--- src/fdc_pkg.sv ---
// Shared constants, state encoding and reset values for the FIFO DRAM controller.
`default_nettype none

package fdc_pkg;

    localparam int PTR_W  = 16;
    localparam int ROW_W  = 8;
    localparam int STAT_W = 16;

    localparam int CLK_PERIOD_NS = 100;
    localparam int MAX_CLK_MHZ   = 5;

    // Refresh spacing: the longest allowed time rounds down to whole cycles.
    localparam int REFRESH_PERIOD_NS  = 15600;
    localparam int REFRESH_PERIOD_CYC = REFRESH_PERIOD_NS / CLK_PERIOD_NS;
    localparam int REFRESH_LOW_CYC    = REFRESH_PERIOD_CYC / 2;
    localparam int REFRESH_ROWS       = 256;
    localparam int REFRESH_WINDOW_NS  = 4000000;
    localparam bit REFRESH_FITS       =
        (REFRESH_PERIOD_NS * REFRESH_ROWS) <= REFRESH_WINDOW_NS;
    localparam int RF_TIMER_W         = 8;

    localparam logic [STAT_W-1:0] STATUS_EMPTY = 16'h0000;
    localparam logic [STAT_W-1:0] STATUS_FULL  = 16'hFFFF;
    localparam int                HALF_BIT     = 15;
    localparam logic [PTR_W-1:0]  PTR_RESET    = 16'h0000;
    localparam logic              STROBE_OFF   = 1'b1;

    localparam int DATA_W_DEF     = 8;
    localparam int FIFO_DEPTH_DEF = 16;

    // One-hot controller states.
    typedef enum logic [7:0] {
        ST_IDLE  = 8'h01,
        ST_ROW   = 8'h02,
        ST_RAS   = 8'h04,
        ST_COL   = 8'h08,
        ST_CAS   = 8'h10,
        ST_HOLD  = 8'h20,
        ST_RFCAS = 8'h40,
        ST_RFRAS = 8'h80
    } fdc_state_t;

endpackage : fdc_pkg

`default_nettype wire

--- src/fdc_stream_if.sv ---
// Valid/ready word stream between the controller and its write-data FIFO.
`default_nettype none

interface fdc_stream_if #(
    parameter int W = 8
);
    logic         valid;
    logic         ready;
    logic [W-1:0] data;

    modport source (output valid, output data, input ready);
    modport sink   (input valid, input data, output ready);
endinterface : fdc_stream_if

`default_nettype wire

--- src/fdc_fifo.sv ---
// Flip-flop FIFO with valid and ready on both sides.
`default_nettype none

module fdc_fifo
    import fdc_pkg::*;
#(
    parameter int WIDTH = DATA_W_DEF,
    parameter int DEPTH = FIFO_DEPTH_DEF
) (
    input  wire logic   mclk,
    input  wire logic   rst_b,
    fdc_stream_if.sink   fillPort,
    fdc_stream_if.source drainPort
);
    localparam int AW = $clog2(DEPTH);

    typedef struct packed {
        logic [DEPTH-1:0][WIDTH-1:0] mem;
        logic [AW-1:0]               wrIdx;
        logic [AW-1:0]               rdIdx;
        logic [AW:0]                 count;
        logic                        inReady;
        logic                        outValid;
    } fdc_fifo_st_t;

    fdc_fifo_st_t q;
    fdc_fifo_st_t n;
    logic         push;
    logic         pop;

    // Handshakes; ready and valid are registered so full and empty are exact.
    assign push = fillPort.valid & q.inReady;
    assign pop  = drainPort.ready & q.outValid;

    assign fillPort.ready  = q.inReady;
    assign drainPort.valid = q.outValid;
    assign drainPort.data  = q.mem[q.rdIdx];

    // Next state: store, advance indices, recount.
    always_comb
    begin
        n = q;
        if (push)
        begin
            n.mem[q.wrIdx] = fillPort.data;
            n.wrIdx        = q.wrIdx + 1'b1;
        end
        if (pop)
        begin
            n.rdIdx = q.rdIdx + 1'b1;
        end
        if (push && !pop)
        begin
            n.count = q.count + 1'b1;
        end
        else if (pop && !push)
        begin
            n.count = q.count - 1'b1;
        end
        n.inReady  = (n.count != (AW + 1)'(DEPTH));
        n.outValid = (n.count != '0);
    end

    // State register.
    always_ff @(posedge mclk or negedge rst_b)
    begin
        if (!rst_b)
        begin
            q         <= '0;
            q.inReady <= 1'b1;
        end
        else
        begin
            q <= n;
        end
    end
endmodule : fdc_fifo

`default_nettype wire

--- src/fdc_controller.sv ---
// FIFO DRAM controller: arbitration, strobe sequencing, pointers and status flags.
`default_nettype none

module fdc_controller
    import fdc_pkg::*;
#(
    parameter int DATA_W     = DATA_W_DEF,
    parameter int FIFO_DEPTH = FIFO_DEPTH_DEF
) (
    input  wire logic              mclk,
    input  wire logic              rst_b,
    input  wire logic              readRequestN,
    input  wire logic              writeRequestN,
    input  wire logic [DATA_W-1:0] writeData,
    input  wire logic              writeDataValid,
    output logic                   writeDataReady,
    output logic [DATA_W-1:0]      readData,
    output logic                   readDataValid,
    output logic                   readyRead,
    output logic                   readyWrite,
    output logic                   full,
    output logic                   halfFull,
    output logic                   empty,
    output logic                   refreshRequestClockN,
    output logic                   rasN,
    output logic                   casN,
    output logic                   weN,
    output logic                   oeN,
    output logic [ROW_W-1:0]       dramAddr,
    input  wire logic [DATA_W-1:0] dramDataIn,
    output logic [DATA_W-1:0]      dramDataOut,
    output logic                   dramDataOe
);
    typedef struct packed {
        fdc_state_t              state;
        logic                    isWrite;
        logic                    rdReqPrevN;
        logic                    wrReqPrevN;
        logic                    rdPend;
        logic                    wrPend;
        logic                    rfPend;
        logic [RF_TIMER_W-1:0]   rfTimer;
        logic                    rfClkN;
        logic                    rfClkPrevN;
        logic [PTR_W-1:0]        wrPtr;
        logic [PTR_W-1:0]        rdPtr;
        logic [STAT_W-1:0]       status;
        logic                    rasN;
        logic                    casN;
        logic                    weN;
        logic                    oeN;
        logic                    rowColSel;
        logic [ROW_W-1:0]        addr;
        logic                    rdyRd;
        logic                    rdyWr;
        logic                    full;
        logic                    halfFull;
        logic                    empty;
        logic [DATA_W-1:0]       dqOut;
        logic                    dqOe;
        logic [DATA_W-1:0]       rdData;
        logic                    rdValid;
    } fdc_ctrl_st_t;

    fdc_ctrl_st_t q;
    fdc_ctrl_st_t n;

    fdc_stream_if #(.W(DATA_W)) fillIf ();
    fdc_stream_if #(.W(DATA_W)) drainIf ();

    logic accessEnable;
    logic refreshEnable;
    logic grantWr;
    logic grantRd;
    logic wrCan;
    logic rdCan;
    logic rfSet;
    logic rdSet;
    logic wrSet;
    logic rdClr;
    logic wrClr;
    logic rfClr;
    logic rasActive;
    logic [PTR_W-1:0] accPtr;

    // Selects the row or column half of a pointer for the address pins.
    function automatic logic [ROW_W-1:0] fdc_half(input logic [PTR_W-1:0] ptr,
                                                 input logic             rowSel);
        if (rowSel)
            return ptr[ROW_W-1:0];
        else
            return ptr[PTR_W-1:ROW_W];
    endfunction : fdc_half

    // Incoming write words are buffered before they reach the DRAM data pins.
    assign fillIf.valid   = writeDataValid;
    assign fillIf.data    = writeData;
    assign writeDataReady = fillIf.ready;
    assign drainIf.ready  = grantWr;

    fdc_fifo #(
        .WIDTH (DATA_W),
        .DEPTH (FIFO_DEPTH)
    ) writeBuffer (
        .mclk      (mclk),
        .rst_b     (rst_b),
        .fillPort  (fillIf),
        .drainPort (drainIf)
    );

    // Access and refresh come from disjoint one-hot states, so they never overlap.
    assign accessEnable  = (q.state == ST_ROW) || (q.state == ST_RAS) ||
                           (q.state == ST_COL) || (q.state == ST_CAS) ||
                           (q.state == ST_HOLD);
    assign refreshEnable = (q.state == ST_RFCAS) || (q.state == ST_RFRAS);

    // Request edges, arbitration inputs and the pointer in use.
    assign rfSet  = q.rfClkPrevN & ~q.rfClkN;
    assign rdSet  = q.rdReqPrevN & ~readRequestN;
    assign wrSet  = q.wrReqPrevN & ~writeRequestN;
    assign wrCan  = q.wrPend & drainIf.valid & ~q.full;
    assign rdCan  = q.rdPend & ~q.empty;
    assign accPtr = q.isWrite ? q.wrPtr : q.rdPtr;

    // Grants: refresh first, then a write that can proceed, then a read.
    always_comb
    begin
        grantWr = 1'b0;
        grantRd = 1'b0;
        if ((q.state == ST_IDLE) && !q.rfPend)
        begin
            if (wrCan)
                grantWr = 1'b1;
            else if (rdCan)
                grantRd = 1'b1;
        end
    end

    // RAS follows the excitation equation plus a hold term for the access body.
    assign rasActive = (accessEnable & q.rasN & q.rowColSel & q.casN)
                     | (refreshEnable & ~q.casN & q.rasN)
                     | (accessEnable & ~q.rasN & (q.state != ST_HOLD));

    // Completion strobes for the pending request registers.
    assign rdClr = (q.state == ST_HOLD) && !q.isWrite;
    assign wrClr = (q.state == ST_HOLD) && q.isWrite;
    assign rfClr = (q.state == ST_RFRAS);

    // Next state of the whole controller.
    always_comb
    begin
        n = q;
        n.rdValid = 1'b0;

        // Internal refresh request clock: low for the first part of each period.
        if (q.rfTimer == RF_TIMER_W'(REFRESH_PERIOD_CYC - 1))
            n.rfTimer = '0;
        else
            n.rfTimer = q.rfTimer + 1'b1;
        n.rfClkN     = (n.rfTimer >= RF_TIMER_W'(REFRESH_LOW_CYC));
        n.rfClkPrevN = q.rfClkN;
        n.rdReqPrevN = readRequestN;
        n.wrReqPrevN = writeRequestN;

        // Pending requests; a new request wins over the clear in the same cycle.
        n.rfPend = (q.rfPend & ~rfClr) | rfSet;
        n.rdPend = (q.rdPend & ~rdClr) | rdSet;
        n.wrPend = (q.wrPend & ~wrClr) | wrSet;

        case (q.state)
            ST_IDLE:
            begin
                if (q.rfPend)
                begin
                    n.state = ST_RFCAS;
                    n.casN  = 1'b0;
                end
                else if (grantWr)
                begin
                    n.state     = ST_ROW;
                    n.isWrite   = 1'b1;
                    n.dqOut     = drainIf.data;
                    n.rowColSel = 1'b1;
                    n.addr      = fdc_half(q.wrPtr, 1'b1);
                    n.status    = q.status + 1'b1;
                end
                else if (grantRd)
                begin
                    n.state     = ST_ROW;
                    n.isWrite   = 1'b0;
                    n.rowColSel = 1'b1;
                    n.addr      = fdc_half(q.rdPtr, 1'b1);
                    n.status    = q.status - 1'b1;
                end
            end
            ST_ROW:
            begin
                n.state = ST_RAS;
            end
            ST_RAS:
            begin
                n.state     = ST_COL;
                n.rowColSel = 1'b0;
                n.addr      = fdc_half(accPtr, 1'b0);
                n.weN       = ~q.isWrite;
                n.oeN       = q.isWrite;
                n.dqOe      = q.isWrite;
            end
            ST_COL:
            begin
                n.state = ST_CAS;
                n.casN  = 1'b0;
            end
            ST_CAS:
            begin
                n.state = ST_HOLD;
            end
            ST_HOLD:
            begin
                n.state     = ST_IDLE;
                n.casN      = STROBE_OFF;
                n.weN       = STROBE_OFF;
                n.oeN       = STROBE_OFF;
                n.dqOe      = 1'b0;
                n.rowColSel = 1'b1;
                if (q.isWrite)
                begin
                    n.wrPtr = q.wrPtr + 1'b1;
                end
                else
                begin
                    n.rdPtr   = q.rdPtr + 1'b1;
                    n.rdData  = dramDataIn;
                    n.rdValid = 1'b1;
                end
            end
            ST_RFCAS:
            begin
                n.state = ST_RFRAS;
            end
            ST_RFRAS:
            begin
                n.state = ST_IDLE;
                n.casN  = STROBE_OFF;
            end
            default:
            begin
                n.state = ST_IDLE;
            end
        endcase

        n.rasN = ~rasActive;

        // Ready outputs fall on a pending or running request of their kind or any refresh.
        n.rdyRd = ~(n.rfPend | (n.state == ST_RFCAS) | (n.state == ST_RFRAS)
                    | n.rdPend);
        n.rdyWr = ~(n.rfPend | (n.state == ST_RFCAS) | (n.state == ST_RFRAS)
                    | n.wrPend);

        // Status flags; half-full is a monitor only and feeds no grant.
        n.empty    = (n.status == STATUS_EMPTY);
        n.full     = (n.status == STATUS_FULL);
        n.halfFull = n.status[HALF_BIT];
    end

    // State register; reset leaves the buffer empty with every strobe inactive.
    always_ff @(posedge mclk or negedge rst_b)
    begin
        if (!rst_b)
        begin
            q            <= '0;
            q.state      <= ST_IDLE;
            q.rdReqPrevN <= 1'b1;
            q.wrReqPrevN <= 1'b1;
            q.rfClkN     <= 1'b1;
            q.rfClkPrevN <= 1'b1;
            q.wrPtr      <= PTR_RESET;
            q.rdPtr      <= PTR_RESET;
            q.status     <= STATUS_EMPTY;
            q.rasN       <= STROBE_OFF;
            q.casN       <= STROBE_OFF;
            q.weN        <= STROBE_OFF;
            q.oeN        <= STROBE_OFF;
            q.rowColSel  <= 1'b1;
            q.rdyRd      <= 1'b1;
            q.rdyWr      <= 1'b1;
            q.empty      <= 1'b1;
        end
        else
        begin
            q <= n;
        end
    end

    // Outputs straight from the state register.
    assign readData             = q.rdData;
    assign readDataValid        = q.rdValid;
    assign readyRead            = q.rdyRd;
    assign readyWrite           = q.rdyWr;
    assign full                 = q.full;
    assign halfFull             = q.halfFull;
    assign empty                = q.empty;
    assign refreshRequestClockN = q.rfClkN;
    assign rasN                 = q.rasN;
    assign casN                 = q.casN;
    assign weN                  = q.weN;
    assign oeN                  = q.oeN;
    assign dramAddr             = q.addr;
    assign dramDataOut          = q.dqOut;
    assign dramDataOe           = q.dqOe;
endmodule : fdc_controller

`default_nettype wire

--- config.mk ---
export PLATFORM = sky130hd
export DESIGN_NAME = fdc_controller
export DESIGN_NICKNAME = d
export VERILOG_FILES = /design/src/fdc_pkg.sv /design/src/fdc_stream_if.sv /design/src/fdc_fifo.sv /design/src/fdc_controller.sv
export SDC_FILE = /design/constraint.sdc
export NUM_CORES = 1
export LEC_CHECK = 0
export ABC_CLOCK_PERIOD_IN_PS = 3300
export BUFFER_PORTS_ARGS = -buffer_cell sky130_fd_sc_hd__buf_2
export CORE_MARGIN = 2
export CORE_UTILIZATION = 41
export CTS_CLUSTER_DIAMETER = 100
export DETAILED_ROUTE_END_ITERATION = 8
export SKIP_CTS_REPAIR_TIMING = 1
export SLEW_MARGIN = 20
export SYNTH_ARGS = -nofsm -noshare
export SYNTH_HDL_FRONTEND = slang
export SYNTH_HIERARCHICAL = 1
export SYNTH_SLANG_ARGS = --single-unit
--- constraint.sdc ---
create_clock -name mclk -period 3.3 [get_ports mclk]
set_input_delay 0.165 -clock mclk [delete_from_list [all_inputs] [get_ports mclk]]
set_output_delay 0.165 -clock mclk [all_outputs]
set_load 0.02 [all_outputs]
==> metrics <==
clk slew on worst S/H paths 0.06 ns; I/O Buffers 57; Rel. slew slack 43.6%; HP Class primary input to flip-flop; Peak VDD IR 0.460 mV; vias in the first global route 7585; Clock Latency Late Sink 0.53 ns; Sequential Area 6270 um2; Final Cycle Share 90.3%; Synth cell types 69; commonest non-fill, non-tap cell in the layout dfrtp_1; final wirelength 25.5 mm; Final setup viols 0; Critical Path AT 3.41 ns; Synth async-reset ratio 100%; setup TNS 0 ns; P per Cell Area 928 nW/um2; GR Overflow Total 0; Setup CP Type flip-flop to flip-flop; fillcell total 2613; MaxCap Viol Count 0; Clock Tree Root clkbuf_16; n_diodes 0; Clock Path Buffers 3; Multi-input gate area 5180 um2; initial antenna violation count 0; Max Slew Vio Count 0; Die Ht 175 um; Ports 58; final hold violations 0; post-synthesis net count 999; vias 7563; Syn. warnings 6; Synth Flop Type dfrtp_1; fin nets 1047; crit end category flip-flop; H-tree depth reported by CTS 1; gr usage total 17.1%; antenna-violating nets left 0; commonest cells after routing, fill and taps aside dfrtp_1 (235), mux2_2 (131), nand2_1 (92); RSZ-0062 raised after global routing false; Num CTS Buffers 27; Post-synth EDFFs 0; P_leak 0.00608 uW; share of layout cells above drive strength 1 32.3%; Tightest Pin Transition 0.844 ns; Die ar. 30500 um2; Final Skew 0.0139 ns; drt first pass iters 4; Mapped Area 11900 um2; WL/cell 18.0 um; Area Overhead vs Synth 13.1%; DR vias/cell 5.34; standard-cell row count 62; 1st-iter DRT viols 576; TritonCTS clock tree built; status completed; Req. time, crit path 3.73 ns; post-synthesis sequential element count 250; hpwl dp 16.8 mm; Initial Utilization 41.5%; Max Clk Rate 0.336 GHz; Avg Cell Area, Syn 12.4 um2; CTS sink count 250; largest net degree at the start of global routing 101; Final GP Congestion 0.855; startpoint types flip-flop; first-pass GRT wire length 41.9 mm; core region area 28700 um2; Max FO, Critical Path 9; Die Width 175 um; Residual DRC 0; part of the Yosys area used for sequential elements 52.6%; Syn Inst Count 965; minimum clock period 2.98 ns; Power Total 12500 uW
## power by group
group / leakage (uW) / switching [uW] / internal [uW] / total (uW)
clock: 0.000448 / 1220 / 1830 / 3040
sequential: 0.00312 / 851 / 4220 / 5070
combinational: 0.00252 / 2220 / 2180 / 4400
total: 0.00608 / 4290 / 8230 / 12500
## state kept, by name, indices dropped and copies added (netlist names), 8 cells and up
register       cells
dramDataOut        8
q                 71
writeBuffer/q    141
dramAddr           8
readData           8
## layout make-up
cell class	count	area share (%)
inverters	25	0.696
repair buffers	83	4.12
clock inverters	6	0.455
multi-input cells	626	38.4
well taps	384	3.56
clock buffers	43	6.27
flip-flops and latches	250	46.5
## layer usage
layer	track usage (%)	vias to the layer above	share of wire, %
met2	27.4	138	47
met1	24.8	3857	47
met5	0	-	0
li1	-	3528	-
met3	2.23	40	4.3
met4	4.06	0	2.3
## cell families after synthesis
kind of cell	Yosys count	share of synthesized area, %
multiplexers	179	19.9
XOR/XNOR	61	4.61
AND/OR/NAND/NOR	287	12.9
AO/OA/AOI/OAI	86	4.64
adder cells (fa/ha/maj)	13	1.36
flip-flops	250	52.6
buffers and inverters	89	3.98
## critical path, stage by stage, from the launching register on
cell and delay, ns:
dfrtp_1 0.45, or4_1 0.71, nor4_4 0.62, o221ai_2 0.17, xor2_1 0.19, nor4_1 0.34
nand4_1 0.15, nor4_2 0.25
## synthesized netlist by cell type (14+ instances only)
master / number / area share [%]
a21oi_1: 26 / 1.1
a22oi_1: 16 / 1.0
and3_1: 17 / 0.89
buf_4: 27 / 1.7
clkbuf_1: 25 / 0.79
dfrtp_1: 236 / 50
dfstp_2: 14 / 3.1
inv_1: 24 / 0.76
mux2_2: 131 / 12
mux4_2: 32 / 6.0
nand2_1: 92 / 2.9
nand2_2: 16 / 0.84
nand3_1: 27 / 1.1
nand4_1: 15 / 0.79
nor2_1: 43 / 1.4
nor3_1: 14 / 0.59
o21ai_0: 15 / 0.63
xnor2_1: 38 / 2.8
xor2_1: 21 / 1.5
## per-stage QoR
step           area, um2  std cells  hold WS, ns  util, %  setup WS (ns)
6_report           13500       1417        0.113     47.0          0.321
5_1_grt            13500       1417        0.133     47.0         0.0421
4_1_cts            13400       1406       -0.291     46.6          0.296
3_5_place_dp       12500       1357        0.273     43.4          0.316
3_3_place_gp       12500       1357        0.272     43.4          0.441
2_1_floorplan      11900        965       -0.131        -          0.723
## worst paths after layout
kind,start,endpoint,slack (ns),depth (start not counted)
worst max-delay path,q[103]$_DFF_PN0_,full$_DFF_PN0_,0.32,7
worst min-delay path,writeData[7],writeBuffer/q[102]$_DFFE_PN0P_,0.11,2
worst max register to register,q[103]$_DFF_PN0_,full$_DFF_PN0_,0.32,7
worst min register to register,refreshRequestClockN$_DFF_PN1_,q[84]$_DFF_PN1_,0.38,0
max in group asynchronous,rst_b,writeBuffer/fillPort.ready$_DFF_PN1_,2.15,3
min in group asynchronous,rst_b,q[93]$_DFF_PN0_,0.28,2
Power figures use the tool's default switching activity.
